[config.mk]
export PLATFORM = sky130hd
export DESIGN_NAME = hspp_top
export DESIGN_NICKNAME = d
export VERILOG_FILES = /design/src/inc/hspp_pkg.sv /design/src/rtl/hspp_top.sv
export SDC_FILE = /design/constraint.sdc
export NUM_CORES = 1
export LEC_CHECK = 0
export BUFFER_PORTS_ARGS = -buffer_cell sky130_fd_sc_hd__buf_2
export CORE_ASPECT_RATIO = 1.4
export CORE_MARGIN = 2
export CORE_UTILIZATION = 47
export CTS_BUF_LIST = sky130_fd_sc_hd__clkbuf_8
export CTS_CLUSTER_SIZE = 30
export DETAILED_ROUTE_END_ITERATION = 8
export PLACE_DENSITY = 0.8
export SYNTH_ARGS = -nofsm -noshare
export SYNTH_HDL_FRONTEND = slang
export SYNTH_SLANG_ARGS = --single-unit
export TNS_END_PERCENT = 10
[constraint.sdc]
create_clock -name aclk -period 1.8 [get_ports aclk]
set_input_delay 0.27 -clock aclk [delete_from_list [all_inputs] [get_ports aclk]]
set_output_delay 0.27 -clock aclk [all_outputs]
set_load 0.02 [all_outputs]
[src/inc/hspp_pkg.sv]
// Purpose: Shared constants for the handshake parallel port
// Assumes: AXI4-Lite register access, 32-bit data, one register per word
// Notes:   Printed offsets are not all multiples of four, so each is an index
package hspp_pkg;
  // Register indices; byte address is four times the index
  localparam logic [15:0] IDX_CONTROL   = 16'h1002;
  localparam logic [15:0] IDX_PIN_LEVEL = 16'h1003;
  localparam logic [15:0] IDX_LATCHED   = 16'h1005;
  localparam logic [15:0] IDX_DIRECTION = 16'h1007;
  localparam logic [15:0] IDX_IRQ_STAT  = 16'h1010;
  localparam logic [15:0] IDX_IRQ_MASK  = 16'h1011;
  localparam int          ADDR_W        = 18;
  // Control bit positions
  localparam int BIT_FLAG      = 7;
  localparam int BIT_OPEN_DRN  = 6;
  localparam int BIT_IRQ_EN    = 5;
  localparam int BIT_HANDSHAKE = 4;
  localparam int BIT_OUT_HS    = 3;
  localparam int BIT_PULSE     = 2;
  localparam int BIT_EDGE      = 1;
  localparam int BIT_INVERT    = 0;
  // Interrupt status bit positions
  localparam int BIT_IS_STROBE = 0;
  localparam int BIT_IS_FLAGIRQ = 1;
  localparam logic [7:0] CONTROL_RESET = 8'h00;
  localparam logic [7:0] PORT_RESET    = 8'h00;
  localparam logic [7:0] DIR_RESET     = 8'h00;
  localparam logic [1:0] IRQ_RESET     = 2'h0;
  localparam logic [1:0] RESP_OKAY     = 2'h0;
  localparam logic [1:0] RESP_SLVERR   = 2'h2;
  // Ready pulse length in pulse mode
  localparam int          PULSE_NS     = 10;
  localparam int          CLK_PS       = 5000;
  localparam int          PULSE_CYC    = (PULSE_NS * 1000 + CLK_PS - 1) / CLK_PS;
  localparam logic [3:0]  PULSE_CNT    = 4'(PULSE_CYC);
endpackage : hspp_pkg

[src/rtl/hspp_top.sv]
// Purpose: Handshake parallel port with AXI4-Lite register access
// Assumes: Port pins synchronous to aclk; one clock domain
// Notes:   Pins are split into input, output and output enable
//
// Functional notes
// Input mode: port latches on strobe edge; device drives ready.
// Partner waits for ready, sets data, then pulses strobe.
// Strobe edge in input mode latches data, sets flag, drops ready.
// Reading latched register reasserts ready, flag untouched.
// Partner never strobes while ready is deasserted.
// Pulse select: ready is a pulse or an interlocked level.
// Handshake leaves static input and output lines alone. Output mode without the three-state variant drives all lines.
// Pin level register reads the live pins on input lines.
// Writes to either data register update one output register.
// Software should clear direction bits of latched input lines.
// Output mode: port drives, ready means data, strobe acknowledges.
// Partner takes the byte then pulses strobe as acknowledge.
// Acknowledge edge drops ready and sets the flag.
// Writing latched register in output mode drives data, raises ready.
// Three-state variant: strobe inactive, lines follow direction bits.
// Three-state variant: strobe active forces all lines to outputs.
// Control register holds flag, open drain, irq enable, mode bits.
// Edge select picks strobe edge; invert picks ready level.
// Flag with irq enable set holds an interrupt until cleared.
//
// Implementation choice: the AXI4-Lite slave port.
`timescale 1ns/1ps
module hspp_top (
  input  wire logic        aclk,
  input  wire logic        aresetn,
  input  wire logic [31:0] s_axi_awaddr,
  input  wire logic        s_axi_awvalid,
  output logic             s_axi_awready,
  input  wire logic [31:0] s_axi_wdata,
  input  wire logic [3:0]  s_axi_wstrb,
  input  wire logic        s_axi_wvalid,
  output logic             s_axi_wready,
  output logic [1:0]       s_axi_bresp,
  output logic             s_axi_bvalid,
  input  wire logic        s_axi_bready,
  input  wire logic [31:0] s_axi_araddr,
  input  wire logic        s_axi_arvalid,
  output logic             s_axi_arready,
  output logic [31:0]      s_axi_rdata,
  output logic [1:0]       s_axi_rresp,
  output logic             s_axi_rvalid,
  input  wire logic        s_axi_rready,
  input  wire logic [7:0]  port_in,
  output logic [7:0]       port_out,
  output logic [7:0]       port_oe,
  input  wire logic        strobe_ack_in,
  input  wire logic        three_state_enable,
  output logic             ready_out,
  output logic             irq
);

  ////////////////////////////////////////////////////////////////////////////
  logic [7:0]  control_reg;
  logic [7:0]  out_reg;
  logic [7:0]  direction_reg;
  logic [7:0]  latched_reg;
  logic [1:0]  irq_stat_reg;
  logic [1:0]  irq_mask_reg;
  logic        ready_reg;
  logic [3:0]  pulse_reg;
  logic        strobe_d_reg;
  logic        aw_hold_reg;
  logic        w_hold_reg;
  logic [31:0] awaddr_reg;
  logic [31:0] wdata_reg;
  logic [3:0]  wstrb_reg;
  logic        wr_fire;
  logic        rd_fire;
  logic        strobe_edge;
  logic        wr_ctl;
  logic        wr_lat;
  logic        wr_pin;
  logic        rd_lat;
  logic        hs_on;
  logic        out_mode;
  logic        strobe_active;
  logic        flag_irq;

  // Word index compare uses the package width
  localparam int ADDR_W = hspp_pkg::ADDR_W;

  function automatic logic hit(input logic [31:0] addr, input logic [15:0] idx);
    hit = (addr[ADDR_W-1:2] == idx) && (addr[31:ADDR_W] == '0) && (addr[1:0] == 2'h0);
  endfunction : hit

  assign hs_on    = control_reg[hspp_pkg::BIT_HANDSHAKE];
  assign out_mode = control_reg[hspp_pkg::BIT_OUT_HS];

  ////////////////////////////////////////////////////////////////////////////
  // AXI4-Lite write: address and data taken in either order
  assign s_axi_awready = !aw_hold_reg && !s_axi_bvalid;
  assign s_axi_wready  = !w_hold_reg && !s_axi_bvalid;
  assign wr_fire       = aw_hold_reg && w_hold_reg && !s_axi_bvalid;

  always_ff @(posedge aclk) begin
    if (!aresetn) begin
      aw_hold_reg  <= 1'b0;
      w_hold_reg   <= 1'b0;
      awaddr_reg   <= 32'h0000_0000;
      wdata_reg    <= 32'h0000_0000;
      wstrb_reg    <= 4'h0;
      s_axi_bvalid <= 1'b0;
      s_axi_bresp  <= hspp_pkg::RESP_OKAY;
    end else begin
      if (s_axi_awvalid && s_axi_awready) begin
        aw_hold_reg <= 1'b1;
        awaddr_reg  <= s_axi_awaddr;
      end
      if (s_axi_wvalid && s_axi_wready) begin
        w_hold_reg <= 1'b1;
        wdata_reg  <= s_axi_wdata;
        wstrb_reg  <= s_axi_wstrb;
      end
      if (wr_fire) begin
        aw_hold_reg  <= 1'b0;
        w_hold_reg   <= 1'b0;
        s_axi_bvalid <= 1'b1;
        s_axi_bresp  <= (hit(awaddr_reg, hspp_pkg::IDX_CONTROL)
                      || hit(awaddr_reg, hspp_pkg::IDX_PIN_LEVEL)
                      || hit(awaddr_reg, hspp_pkg::IDX_LATCHED)
                      || hit(awaddr_reg, hspp_pkg::IDX_DIRECTION)
                      || hit(awaddr_reg, hspp_pkg::IDX_IRQ_STAT)
                      || hit(awaddr_reg, hspp_pkg::IDX_IRQ_MASK))
                      ? hspp_pkg::RESP_OKAY : hspp_pkg::RESP_SLVERR;
      end else if (s_axi_bvalid && s_axi_bready) begin
        s_axi_bvalid <= 1'b0;
      end
    end
  end

  // Only byte lane 0 carries register data
  assign wr_ctl = wr_fire && wstrb_reg[0] && hit(awaddr_reg, hspp_pkg::IDX_CONTROL);
  assign wr_pin = wr_fire && wstrb_reg[0] && hit(awaddr_reg, hspp_pkg::IDX_PIN_LEVEL);
  assign wr_lat = wr_fire && wstrb_reg[0] && hit(awaddr_reg, hspp_pkg::IDX_LATCHED);

  ////////////////////////////////////////////////////////////////////////////
  // AXI4-Lite read
  assign s_axi_arready = !s_axi_rvalid;
  assign rd_fire       = s_axi_arvalid && s_axi_arready;
  assign rd_lat        = rd_fire && hit(s_axi_araddr, hspp_pkg::IDX_LATCHED);

  always_ff @(posedge aclk) begin
    if (!aresetn) begin
      s_axi_rvalid <= 1'b0;
      s_axi_rdata  <= 32'h0000_0000;
      s_axi_rresp  <= hspp_pkg::RESP_OKAY;
    end else if (rd_fire) begin
      s_axi_rvalid <= 1'b1;
      s_axi_rresp  <= hspp_pkg::RESP_OKAY;
      if (hit(s_axi_araddr, hspp_pkg::IDX_CONTROL)) begin
        s_axi_rdata <= {24'h000000, control_reg};
      end else if (hit(s_axi_araddr, hspp_pkg::IDX_PIN_LEVEL)) begin
        // live pin levels
        s_axi_rdata <= {24'h000000, (port_in & ~port_oe) | (out_reg & port_oe)};
      end else if (hit(s_axi_araddr, hspp_pkg::IDX_LATCHED)) begin
        s_axi_rdata <= {24'h000000, latched_reg};
      end else if (hit(s_axi_araddr, hspp_pkg::IDX_DIRECTION)) begin
        s_axi_rdata <= {24'h000000, direction_reg};
      end else if (hit(s_axi_araddr, hspp_pkg::IDX_IRQ_STAT)) begin
        s_axi_rdata <= {30'h0000000, irq_stat_reg};
      end else if (hit(s_axi_araddr, hspp_pkg::IDX_IRQ_MASK)) begin
        s_axi_rdata <= {30'h0000000, irq_mask_reg};
      end else begin
        s_axi_rdata <= 32'h0000_0000;
        s_axi_rresp <= hspp_pkg::RESP_SLVERR;
      end
    end else if (s_axi_rready) begin
      s_axi_rvalid <= 1'b0;
    end
  end

  ////////////////////////////////////////////////////////////////////////////
  // strobe edge select
  always_ff @(posedge aclk) begin
    if (!aresetn) begin
      strobe_d_reg <= 1'b0;
    end else begin
      strobe_d_reg <= strobe_ack_in;
    end
  end
  assign strobe_edge = control_reg[hspp_pkg::BIT_EDGE] ? (strobe_ack_in && !strobe_d_reg)
                                                       : (!strobe_ack_in && strobe_d_reg);
  assign strobe_active = control_reg[hspp_pkg::BIT_EDGE] ? strobe_ack_in : !strobe_ack_in;

  ////////////////////////////////////////////////////////////////////////////
  // control register; flag bit is hardware set only
  always_ff @(posedge aclk) begin
    if (!aresetn) begin
      control_reg <= hspp_pkg::CONTROL_RESET;
    end else begin
      if (wr_ctl) begin
        control_reg[6:0] <= wdata_reg[6:0];
      end
      // flag set on strobe edge
      // acknowledge sets flag
      if (hs_on && strobe_edge) begin
        control_reg[hspp_pkg::BIT_FLAG] <= 1'b1;
      end else if (wr_ctl && wdata_reg[hspp_pkg::BIT_FLAG]) begin
        control_reg[hspp_pkg::BIT_FLAG] <= 1'b0;
      end
    end
  end

  ////////////////////////////////////////////////////////////////////////////
  // shared output register
  always_ff @(posedge aclk) begin
    if (!aresetn) begin
      out_reg       <= hspp_pkg::PORT_RESET;
      direction_reg <= hspp_pkg::DIR_RESET;
    end else begin
      if (wr_pin || wr_lat) begin
        out_reg <= wdata_reg[7:0];
      end
      if (wr_fire && wstrb_reg[0] && hit(awaddr_reg, hspp_pkg::IDX_DIRECTION)) begin
        direction_reg <= wdata_reg[7:0];
      end
    end
  end

  // latch on input strobe edge
  always_ff @(posedge aclk) begin
    if (!aresetn) begin
      latched_reg <= hspp_pkg::PORT_RESET;
    end else if (hs_on && !out_mode && strobe_edge) begin
      latched_reg <= port_in;
    end
  end

  ////////////////////////////////////////////////////////////////////////////
  // ready driven by device
  // latched read asserts ready
  // latched write asserts ready
  always_ff @(posedge aclk) begin
    if (!aresetn) begin
      ready_reg <= 1'b0;
      pulse_reg <= 4'h0;
    end else begin
      if (hs_on && strobe_edge) begin
        ready_reg <= 1'b0;
        pulse_reg <= 4'h0;
      end else if (hs_on && ((!out_mode && rd_lat) || (out_mode && wr_lat))) begin
        ready_reg <= 1'b1;
        pulse_reg <= hspp_pkg::PULSE_CNT;
      end else if (control_reg[hspp_pkg::BIT_PULSE] && ready_reg) begin
        // pulse mode ends after a fixed count
        pulse_reg <= pulse_reg - 4'h1;
        if (pulse_reg <= 4'h1) begin
          ready_reg <= 1'b0;
        end
      end
    end
  end
  // ready polarity
  assign ready_out = ready_reg ^ control_reg[hspp_pkg::BIT_INVERT];

  ////////////////////////////////////////////////////////////////////////////
  // output mode drives port
  // static lines follow direction except in output mode without three-state or with strobe active
  // inactive strobe obeys direction
  // active strobe forces outputs
  always_comb begin
    port_oe = direction_reg;
    if (hs_on && out_mode && three_state_enable && strobe_active) begin
      port_oe = 8'hFF;
    end else if (hs_on && out_mode && !three_state_enable) begin
      port_oe = 8'hFF;
    end
    // Open drain lines drive only low
    if (control_reg[hspp_pkg::BIT_OPEN_DRN]) begin
      port_oe = port_oe & ~out_reg;
    end
  end
  assign port_out = out_reg;

  ////////////////////////////////////////////////////////////////////////////
  // Interrupt status: set wins over write-one-clear
  assign flag_irq = control_reg[hspp_pkg::BIT_FLAG] && control_reg[hspp_pkg::BIT_IRQ_EN];
  always_ff @(posedge aclk) begin
    if (!aresetn) begin
      irq_stat_reg <= hspp_pkg::IRQ_RESET;
      irq_mask_reg <= hspp_pkg::IRQ_RESET;
    end else begin
      for (int i = 0; i < 2; i++) begin
        if ((i == hspp_pkg::BIT_IS_STROBE) ? (hs_on && strobe_edge) : flag_irq) begin
          irq_stat_reg[i] <= 1'b1;
        end else if (wr_fire && wstrb_reg[0] && hit(awaddr_reg, hspp_pkg::IDX_IRQ_STAT)
                     && wdata_reg[i]) begin
          irq_stat_reg[i] <= 1'b0;
        end
      end
      if (wr_fire && wstrb_reg[0] && hit(awaddr_reg, hspp_pkg::IDX_IRQ_MASK)) begin
        irq_mask_reg <= wdata_reg[1:0];
      end
    end
  end
  // request held with flag and enable
  assign irq = |(irq_stat_reg & irq_mask_reg) || flag_irq;

  ////////////////////////////////////////////////////////////////////////////
  // Checks
  flag_set_a: assert property (@(posedge aclk) disable iff (!aresetn)
    hs_on && strobe_edge |=> control_reg[hspp_pkg::BIT_FLAG])
    else $error("flag not set on strobe edge");
  ready_drop_a: assert property (@(posedge aclk) disable iff (!aresetn)
    hs_on && strobe_edge |=> !ready_reg)
    else $error("ready not dropped on strobe edge");
  latch_cap_a: assert property (@(posedge aclk) disable iff (!aresetn)
    hs_on && !out_mode && strobe_edge |=> latched_reg == $past(port_in))
    else $error("latched data wrong");
  ready_rd_a: assert property (@(posedge aclk) disable iff (!aresetn)
    hs_on && !out_mode && rd_lat && !strobe_edge |=> ready_reg)
    else $error("ready not raised by latched read");
  ready_wr_a: assert property (@(posedge aclk) disable iff (!aresetn)
    hs_on && out_mode && wr_lat && !strobe_edge |=> ready_reg && port_out == $past(wdata_reg[7:0]))
    else $error("ready or data wrong after latched write");
  out_share_a: assert property (@(posedge aclk) disable iff (!aresetn)
    wr_pin |=> out_reg == $past(wdata_reg[7:0]) && ready_reg == $past(ready_reg))
    else $error("shared output register wrong");
  force_oe_a: assert property (@(posedge aclk) disable iff (!aresetn)
    hs_on && out_mode && three_state_enable && strobe_active
      && !control_reg[hspp_pkg::BIT_OPEN_DRN] |-> port_oe == 8'hFF)
    else $error("lines not forced to outputs");
  dir_oe_a: assert property (@(posedge aclk) disable iff (!aresetn)
    !(hs_on && out_mode) && !control_reg[hspp_pkg::BIT_OPEN_DRN] |-> port_oe == direction_reg)
    else $error("lines do not follow direction");
  pulse_len_a: assert property (@(posedge aclk) disable iff (!aresetn)
    control_reg[hspp_pkg::BIT_PULSE] && $rose(ready_reg) && !(hs_on && strobe_edge)
      ##1 !(hs_on && strobe_edge) |=> !ready_reg)
    else $error("ready pulse too long");
  irq_hold_a: assert property (@(posedge aclk) disable iff (!aresetn)
    flag_irq |-> irq)
    else $error("interrupt not requested");
  in_hs_c: cover property (@(posedge aclk) disable iff (!aresetn)
    hs_on && !out_mode && strobe_edge ##[1:20] rd_lat);
  out_hs_c: cover property (@(posedge aclk) disable iff (!aresetn)
    hs_on && out_mode && wr_lat ##[1:20] strobe_edge);
  irq_c: cover property (@(posedge aclk) disable iff (!aresetn) $rose(irq));
  pulse_c: cover property (@(posedge aclk) disable iff (!aresetn)
    control_reg[hspp_pkg::BIT_PULSE] && $rose(ready_reg));
  tri_c: cover property (@(posedge aclk) disable iff (!aresetn)
    hs_on && out_mode && three_state_enable && strobe_active);

  // Status, read, write and edge checks
  sts_set_a: assert property (@(posedge aclk) disable iff (!aresetn)
    hs_on && strobe_edge |=> irq_stat_reg[hspp_pkg::BIT_IS_STROBE])
    else $error("strobe status not set");
  irq_set_a: assert property (@(posedge aclk) disable iff (!aresetn)
    flag_irq |=> irq_stat_reg[hspp_pkg::BIT_IS_FLAGIRQ])
    else $error("flag interrupt status not set");
  flag_keep_a: assert property (@(posedge aclk) disable iff (!aresetn)
    rd_lat && !(hs_on && strobe_edge) && !wr_ctl
      |=> control_reg[hspp_pkg::BIT_FLAG] == $past(control_reg[hspp_pkg::BIT_FLAG]))
    else $error("latched read changed the flag");
  pin_read_a: assert property (@(posedge aclk) disable iff (!aresetn)
    rd_fire && hit(s_axi_araddr, hspp_pkg::IDX_PIN_LEVEL)
      |=> (s_axi_rdata[7:0] & ~$past(port_oe)) == ($past(port_in) & ~$past(port_oe)))
    else $error("pin read not live on input lines");
  in_ready_a: assert property (@(posedge aclk) disable iff (!aresetn)
    hs_on && !out_mode && (wr_lat || wr_pin) && !rd_lat && !strobe_edge
      && !control_reg[hspp_pkg::BIT_PULSE] |=> ready_reg == $past(ready_reg))
    else $error("data write moved ready");
  out_keep_a: assert property (@(posedge aclk) disable iff (!aresetn)
    !wr_pin && !wr_lat |=> out_reg == $past(out_reg))
    else $error("output register changed without a write");
  edge_sel_a: assert property (@(posedge aclk) disable iff (!aresetn)
    hs_on && strobe_edge |-> strobe_ack_in != $past(strobe_ack_in)
      && strobe_ack_in == control_reg[hspp_pkg::BIT_EDGE])
    else $error("strobe edge of wrong sense");

endmodule : hspp_top

# After elaboration in Yosys (flattened, before gate mapping)

Index checks and enable logic that the tools add are counted.

Output and inout port bits: 59
Register bits after elaboration: 123
Bits of input ports: 117
Logic and storage cells: 167

Bitwise operators: 9
Multiplexer cells: 33
$lt $le $gt $ge: 1
Reduce and logical (&&, ||, !) cells: 89
Equal/unequal tests: 12
Add/sub/neg operators: 1

Operator list:

| kind                                                            | number |
|---|---|
| == test 16 x 13 -> 1 bit (second input constant)                | 12 |
| logical AND 1 bit                                               | 57 |
| two-way mux 8 bit                                               | 7 |
| logical NOT 14 bit                                              | 2 |
| bitwise AND 8 bit                                               | 3 |
| two-way mux 2 bit                                               | 11 |
| NOT 8 bit                                                       | 2 |
| two-way mux 1 bit                                               | 15 |
| nonzero test 2 bit                                              | 7 |
| logical NOT 1 bit                                               | 8 |
| logical OR 1 bit                                                | 8 |
| bitwise OR 8 bit                                                | 1 |
| OR reduction 2 bit                                              | 3 |
| less-or-equal comparator 4 x 1 -> 1 bit (second input constant) | 1 |
| logical NOT 2 bit                                               | 2 |
| subtractor 4 x 1 -> 4 bit (second input constant)               | 1 |
| OR reduction 3 bit                                              | 1 |
| bitwise AND 2 bit                                               | 1 |
| AND reduction 2 bit                                             | 1 |
| NOT 1 bit                                                       | 1 |
| XOR 1 bit                                                       | 1 |

# Longest topological paths before layout

Depth after elaboration: 11
Mapped depth: 8
Gate-level depth less buffers: 5

# Least setup slack after synthesis

No wires, ideal clock.

Path kind: register -> register
From: register awaddr_reg[15]
To: register irq_stat_reg[0]
Path slack: -65 ps
Cell stages (with the launch flop): 6
Required time: 1669 ps
Period minus slack after synthesis: 1865 ps
Arrival time: 1735 ps
Buffers on the path: 0
Library setup time: 131 ps
Cell sequence: dfxtp_1 > nor4b_4 > nand4_4 > or4_2 > nor2_1 > a31oi_1

Longest elaborated chain between the ends: 6

Ends and longest elaborated chain:

| item                           | line            | text |
|---|---|---|
| start, declared                | hspp_top.sv:69  | `logic [31:0] awaddr_reg;` |
| start signal, assigned         | hspp_top.sv:112 | `awaddr_reg <= s_axi_awaddr;` |
| == test 16 x 13 -> 1 bit       | hspp_top.sv:88  | `hit = (addr[ADDR_W-1:2] == idx) && (addr[31:ADDR_W] == '0) && (addr[1:0] == 2'h0);` |
| logical AND 1 bit (2 in a row) | hspp_top.sv:88  |  |
| logical AND 1 bit              | hspp_top.sv:291 | `end else if (wr_fire && wstrb_reg[0] && hit(awaddr_reg, hspp_pkg::IDX_IRQ_STAT)` |
| logical AND 1 bit              | hspp_top.sv:292 | `&& wdata_reg[i]) begin` |
| nonzero test 2 bit (no line)   | -               |  |
| end signal, assigned           | hspp_top.sv:285 | `irq_stat_reg <= hspp_pkg::IRQ_RESET;` |
| end, declared                  | hspp_top.sv:62  | `logic [1:0] irq_stat_reg;` |

No other way between the ends.
A chain may end at the register's enable or synchronous reset.

# Final worst setup path

From: register control_reg[1]
To: output port port_oe[5]

Longest elaborated chain between the ends: 5

Ends and longest elaborated chain:

| item                   | line            | text |
|---|---|---|
| start, declared        | hspp_top.sv:58  | `logic [7:0] control_reg;` |
| start signal, assigned | hspp_top.sv:194 | `control_reg <= hspp_pkg::CONTROL_RESET;` |
| start signal, assigned | hspp_top.sv:197 | `control_reg[6:0] <= wdata_reg[6:0];` |
| two-way mux 1 bit *    | hspp_top.sv:188 | `assign strobe_active = control_reg[hspp_pkg::BIT_EDGE] ? strobe_ack_in : !strobe_ack_in;` |
| logical AND 1 bit *    | hspp_top.sv:268 | `if (hs_on && out_mode && three_state_enable && strobe_active) begin` |
| two-way mux 8 bit *    | hspp_top.sv:268 |  |
| bitwise AND 8 bit      | hspp_top.sv:275 | `port_oe = port_oe & ~out_reg;` |
| two-way mux 8 bit *    | hspp_top.sv:274 | `if (control_reg[hspp_pkg::BIT_OPEN_DRN]) begin` |
| end, declared          | hspp_top.sv:50  | `output logic [7:0] port_oe,` |

Mark *: on every way between the ends. The rest lies on a longest branch, timed or not.

==> results.yml <==
place:
  pre_cts_ws_ps: -186
  io_buffer_count: 122
  dp_cells: 885
  dp_hpwl_um: 10600
  place_congestion: 0.884
synthesis:
  ys_warn_count: 0
  synth_edf_count: 0
  async_flop_share: 0
  synth.distinct_cells: 64
  synth_cells: 595
  ys.flop_type: "dfxtp_1"
  synth-seq-cells: 97
  syn_area_per_cell_um2: 8.59
  synth_area_um2: 5110
  ys_seq_area_frac: 0.380
routing:
  detail_route.wl_per_cell_um: 15.8
  dr.first_iter.drc_count: 213
  m1WireLength_um: 5430
  via_per_inst: 5.45
  drt-total-wl_um: 14300
  dr.pass1.iters: 5
  ant_nets: 0
  drc: 0
  routed-via-count: 4932
  dr_wl_met3_um: 824
  maxUsedRoutingLayer: "met4"
  wl_met2_um: 7410
timing:
  rsz0062_at_grt: "true"
  tns_ps: -185
  skew_ps: 11.9
  max_freq_mhz: 541
  setup_viol: 7
  finalWorstSetupSlack_ps: -49.6
  drv_slew: 0
  finalHoldViolations: 0
  fin_crit_ps: 1850
  post-route-period-util: 1.03
global_routing:
  grt_max_degree: 97
  overflow: 0
  grt_pass1_wl_um: 23200
  grt_pass1_vias: 5003
  grt_usage: 0.244
  antenna_found_initial: 0
cells_and_area:
  largest_reg_flops: 32
  final_cell_mix: "114 x buf_2, 104 x nand2_1, 90 x dfxtp_1"
  fin_nets: 878
  fill_cells: 919
  layout-drive-gt1-share: 0.332
  utilization: 0.623
  area_growth_pct: 30.4
  n_antenna_cell: 0
  final_common_cell: "buf_2"
  final_cells: 905
worst_setup_path:
  critPathArrivalTime_ps: 1580
  r2r_cells: 7
  worst_setup_path_end_kind: "primary output"
  required_ps: 1530
  critical_path_class: "reg2out"
  r2r-start: "awaddr_reg[25]"
  critPathLaunchType: "flop"
  startpoint: "control_reg[1]"
  path_max_fanout: 6
power:
  seq_power_share: 0.513
  p_comb_frac: 0.154
  power.share.switching: 0.287
  ir_drop_mv: 0.580
  pwr_density_cell_nw_per_um2: 673
  power.internal_w: 0.00319
  power.leakage_nw: 2.74
  p_switching_w: 0.00129
  power_frac_clock: 0.333
floorplanning:
  coreArea_um2: 10700
  placementRows: 45
  io_pins: 176
  chipWidth_um: 92.1
  die-area_um2: 11700
  initial_core_util: 0.478
  fp.dieH_um: 127
outcome:
  status: "finished, violations left"
  violations: "negative setup slack"
clock_tree:
  cts_tree: "done"
  cts_buffer_depth: 2
  hold_buffers: 0
  worstSkewPairLatency_ps: 380
  cts_buffers: 9
  cts_root_buf: "clkbuf_8"
  cts_sinks: 97
  clk_transition_reported_paths_ps: 100
  htreeDepth: 3
hold_path:
  whs_path_depth: 3
  hold_path.class: "in2reg"
  worstHoldStart: "s_axi_awaddr[11]"
job:
  drv_cap: 0
==> metrics by stage <==
stage / cell area (µm²) / power [W] / hold WS, ps
after global placement: 6190 / 0.00297 / 452
final: 6660 / 0.00448 / 120
after floorplan: 5210 / 0.00277 / 392
after detailed placement: 6190 / 0.00300 / 467
after CTS: 6580 / 0.00450 / 112
after global routing: 6660 / 0.00468 / 119
==> worst paths after layout <==
| check | endpoint | slack [ps] |
|---|---|---|
| worst max-delay path | port_oe[5] | -50 |
| worst min-delay path | awaddr_reg[11] | 120 |
| worst max register to register | control_reg[5] | 0 |
| worst min register to register | s_axi_rdata[6] | 480 |
==> critical path: stages (launching register included) <==
cell and delay [ps]:
dfxtp_4 370, xor2_4 160, a21o_4 250, buf_6 130, a22oi_2 140, buf_6 150
==> synthesized netlist by cell type, drive strengths merged, types with 2 or more instances <==
master | instances | area share
a32oi | 2 | 0.0034
nor2 | 18 | 0.013
a21oi | 11 | 0.011
xnor2 | 4 | 0.0069
a2111oi | 2 | 0.0037
nand2 | 105 | 0.078
and3b | 3 | 0.0051
o211a | 2 | 0.0039
inv | 16 | 0.012
o32ai | 2 | 0.0034
nor2b | 35 | 0.043
ha | 2 | 0.0049
a311o | 2 | 0.0039
buf | 29 | 0.041
a22oi | 6 | 0.0088
and2 | 9 | 0.011
xor2 | 4 | 0.0069
mux2i | 32 | 0.063
a21boi | 51 | 0.075
or2 | 5 | 0.0061
nand4 | 9 | 0.014
nand2b | 3 | 0.0037
nand3 | 12 | 0.013
nand3b | 3 | 0.0044
nor4b | 3 | 0.0093
a211o | 6 | 0.010
nor3 | 4 | 0.0039
dfxtp | 97 | 0.38
clkbuf | 30 | 0.024
o31ai | 6 | 0.0088
o21ai | 28 | 0.027
o311ai | 5 | 0.0086
and3 | 2 | 0.0024
a31oi | 4 | 0.0049
nor4 | 25 | 0.053
==> timing repair <==
item | CTS | global route
pin swaps | 10 | 7
setup buffers | 3 | 0
gates resized for setup | 37 | 20
endpoints found under the setup margin | 40 | 48
gates cloned | 1 | 0
==> power by group through the flow <==
stage / combinational [W] / clock [W] / sequential [W]
floorplan: 0.000419 / 0 / 0.00235
finish: 0.000689 / 0.00149 / 0.00230
CTS: 0.000681 / 0.00153 / 0.00230
global placement: 0.000639 / 0 / 0.00234
global route: 0.000759 / 0.00161 / 0.00231
detailed placement: 0.000657 / 0 / 0.00234
==> cell type report <==
class | count | area, µm² | area share
Sequential cell | 97 | 1960 | 0.294
Clock buffer | 9 | 124 | 0.0186
Timing Repair Buffer | 186 | 1210 | 0.181
Inverter | 16 | 60.1 | 0.00902
Multi-Input combinational cell | 449 | 3050 | 0.458
Tap cell | 141 | 176 | 0.0265
Clock inverter | 7 | 88.8 | 0.0133
==> routing by layer <==
layer / track usage / up-vias
li1: - / 2379
met1: 0.260 / 2306
met2: 0.449 / 207
met3: 0.0442 / 40
met4: 0.139 / 0
met5: 0 / -
==> kinds of logic (layout without fill, tap and decap cells) <==
family | after synthesis | after routing | synth area share
buffers and inverters | 75 | 218 | 0.0766
AND/OR/NAND/NOR | 242 | 242 | 0.269
AO/OA/AOI/OAI | 137 | 138 | 0.190
flip-flops | 97 | 97 | 0.380
adder cells (fa/ha/maj) | 2 | 2 | 0.00490
other | 1 | 26 | 0.000734
multiplexers | 33 | 33 | 0.0649
XOR/XNOR | 8 | 8 | 0.0137
No activity file was read; power rests on OpenSTA's default activity.
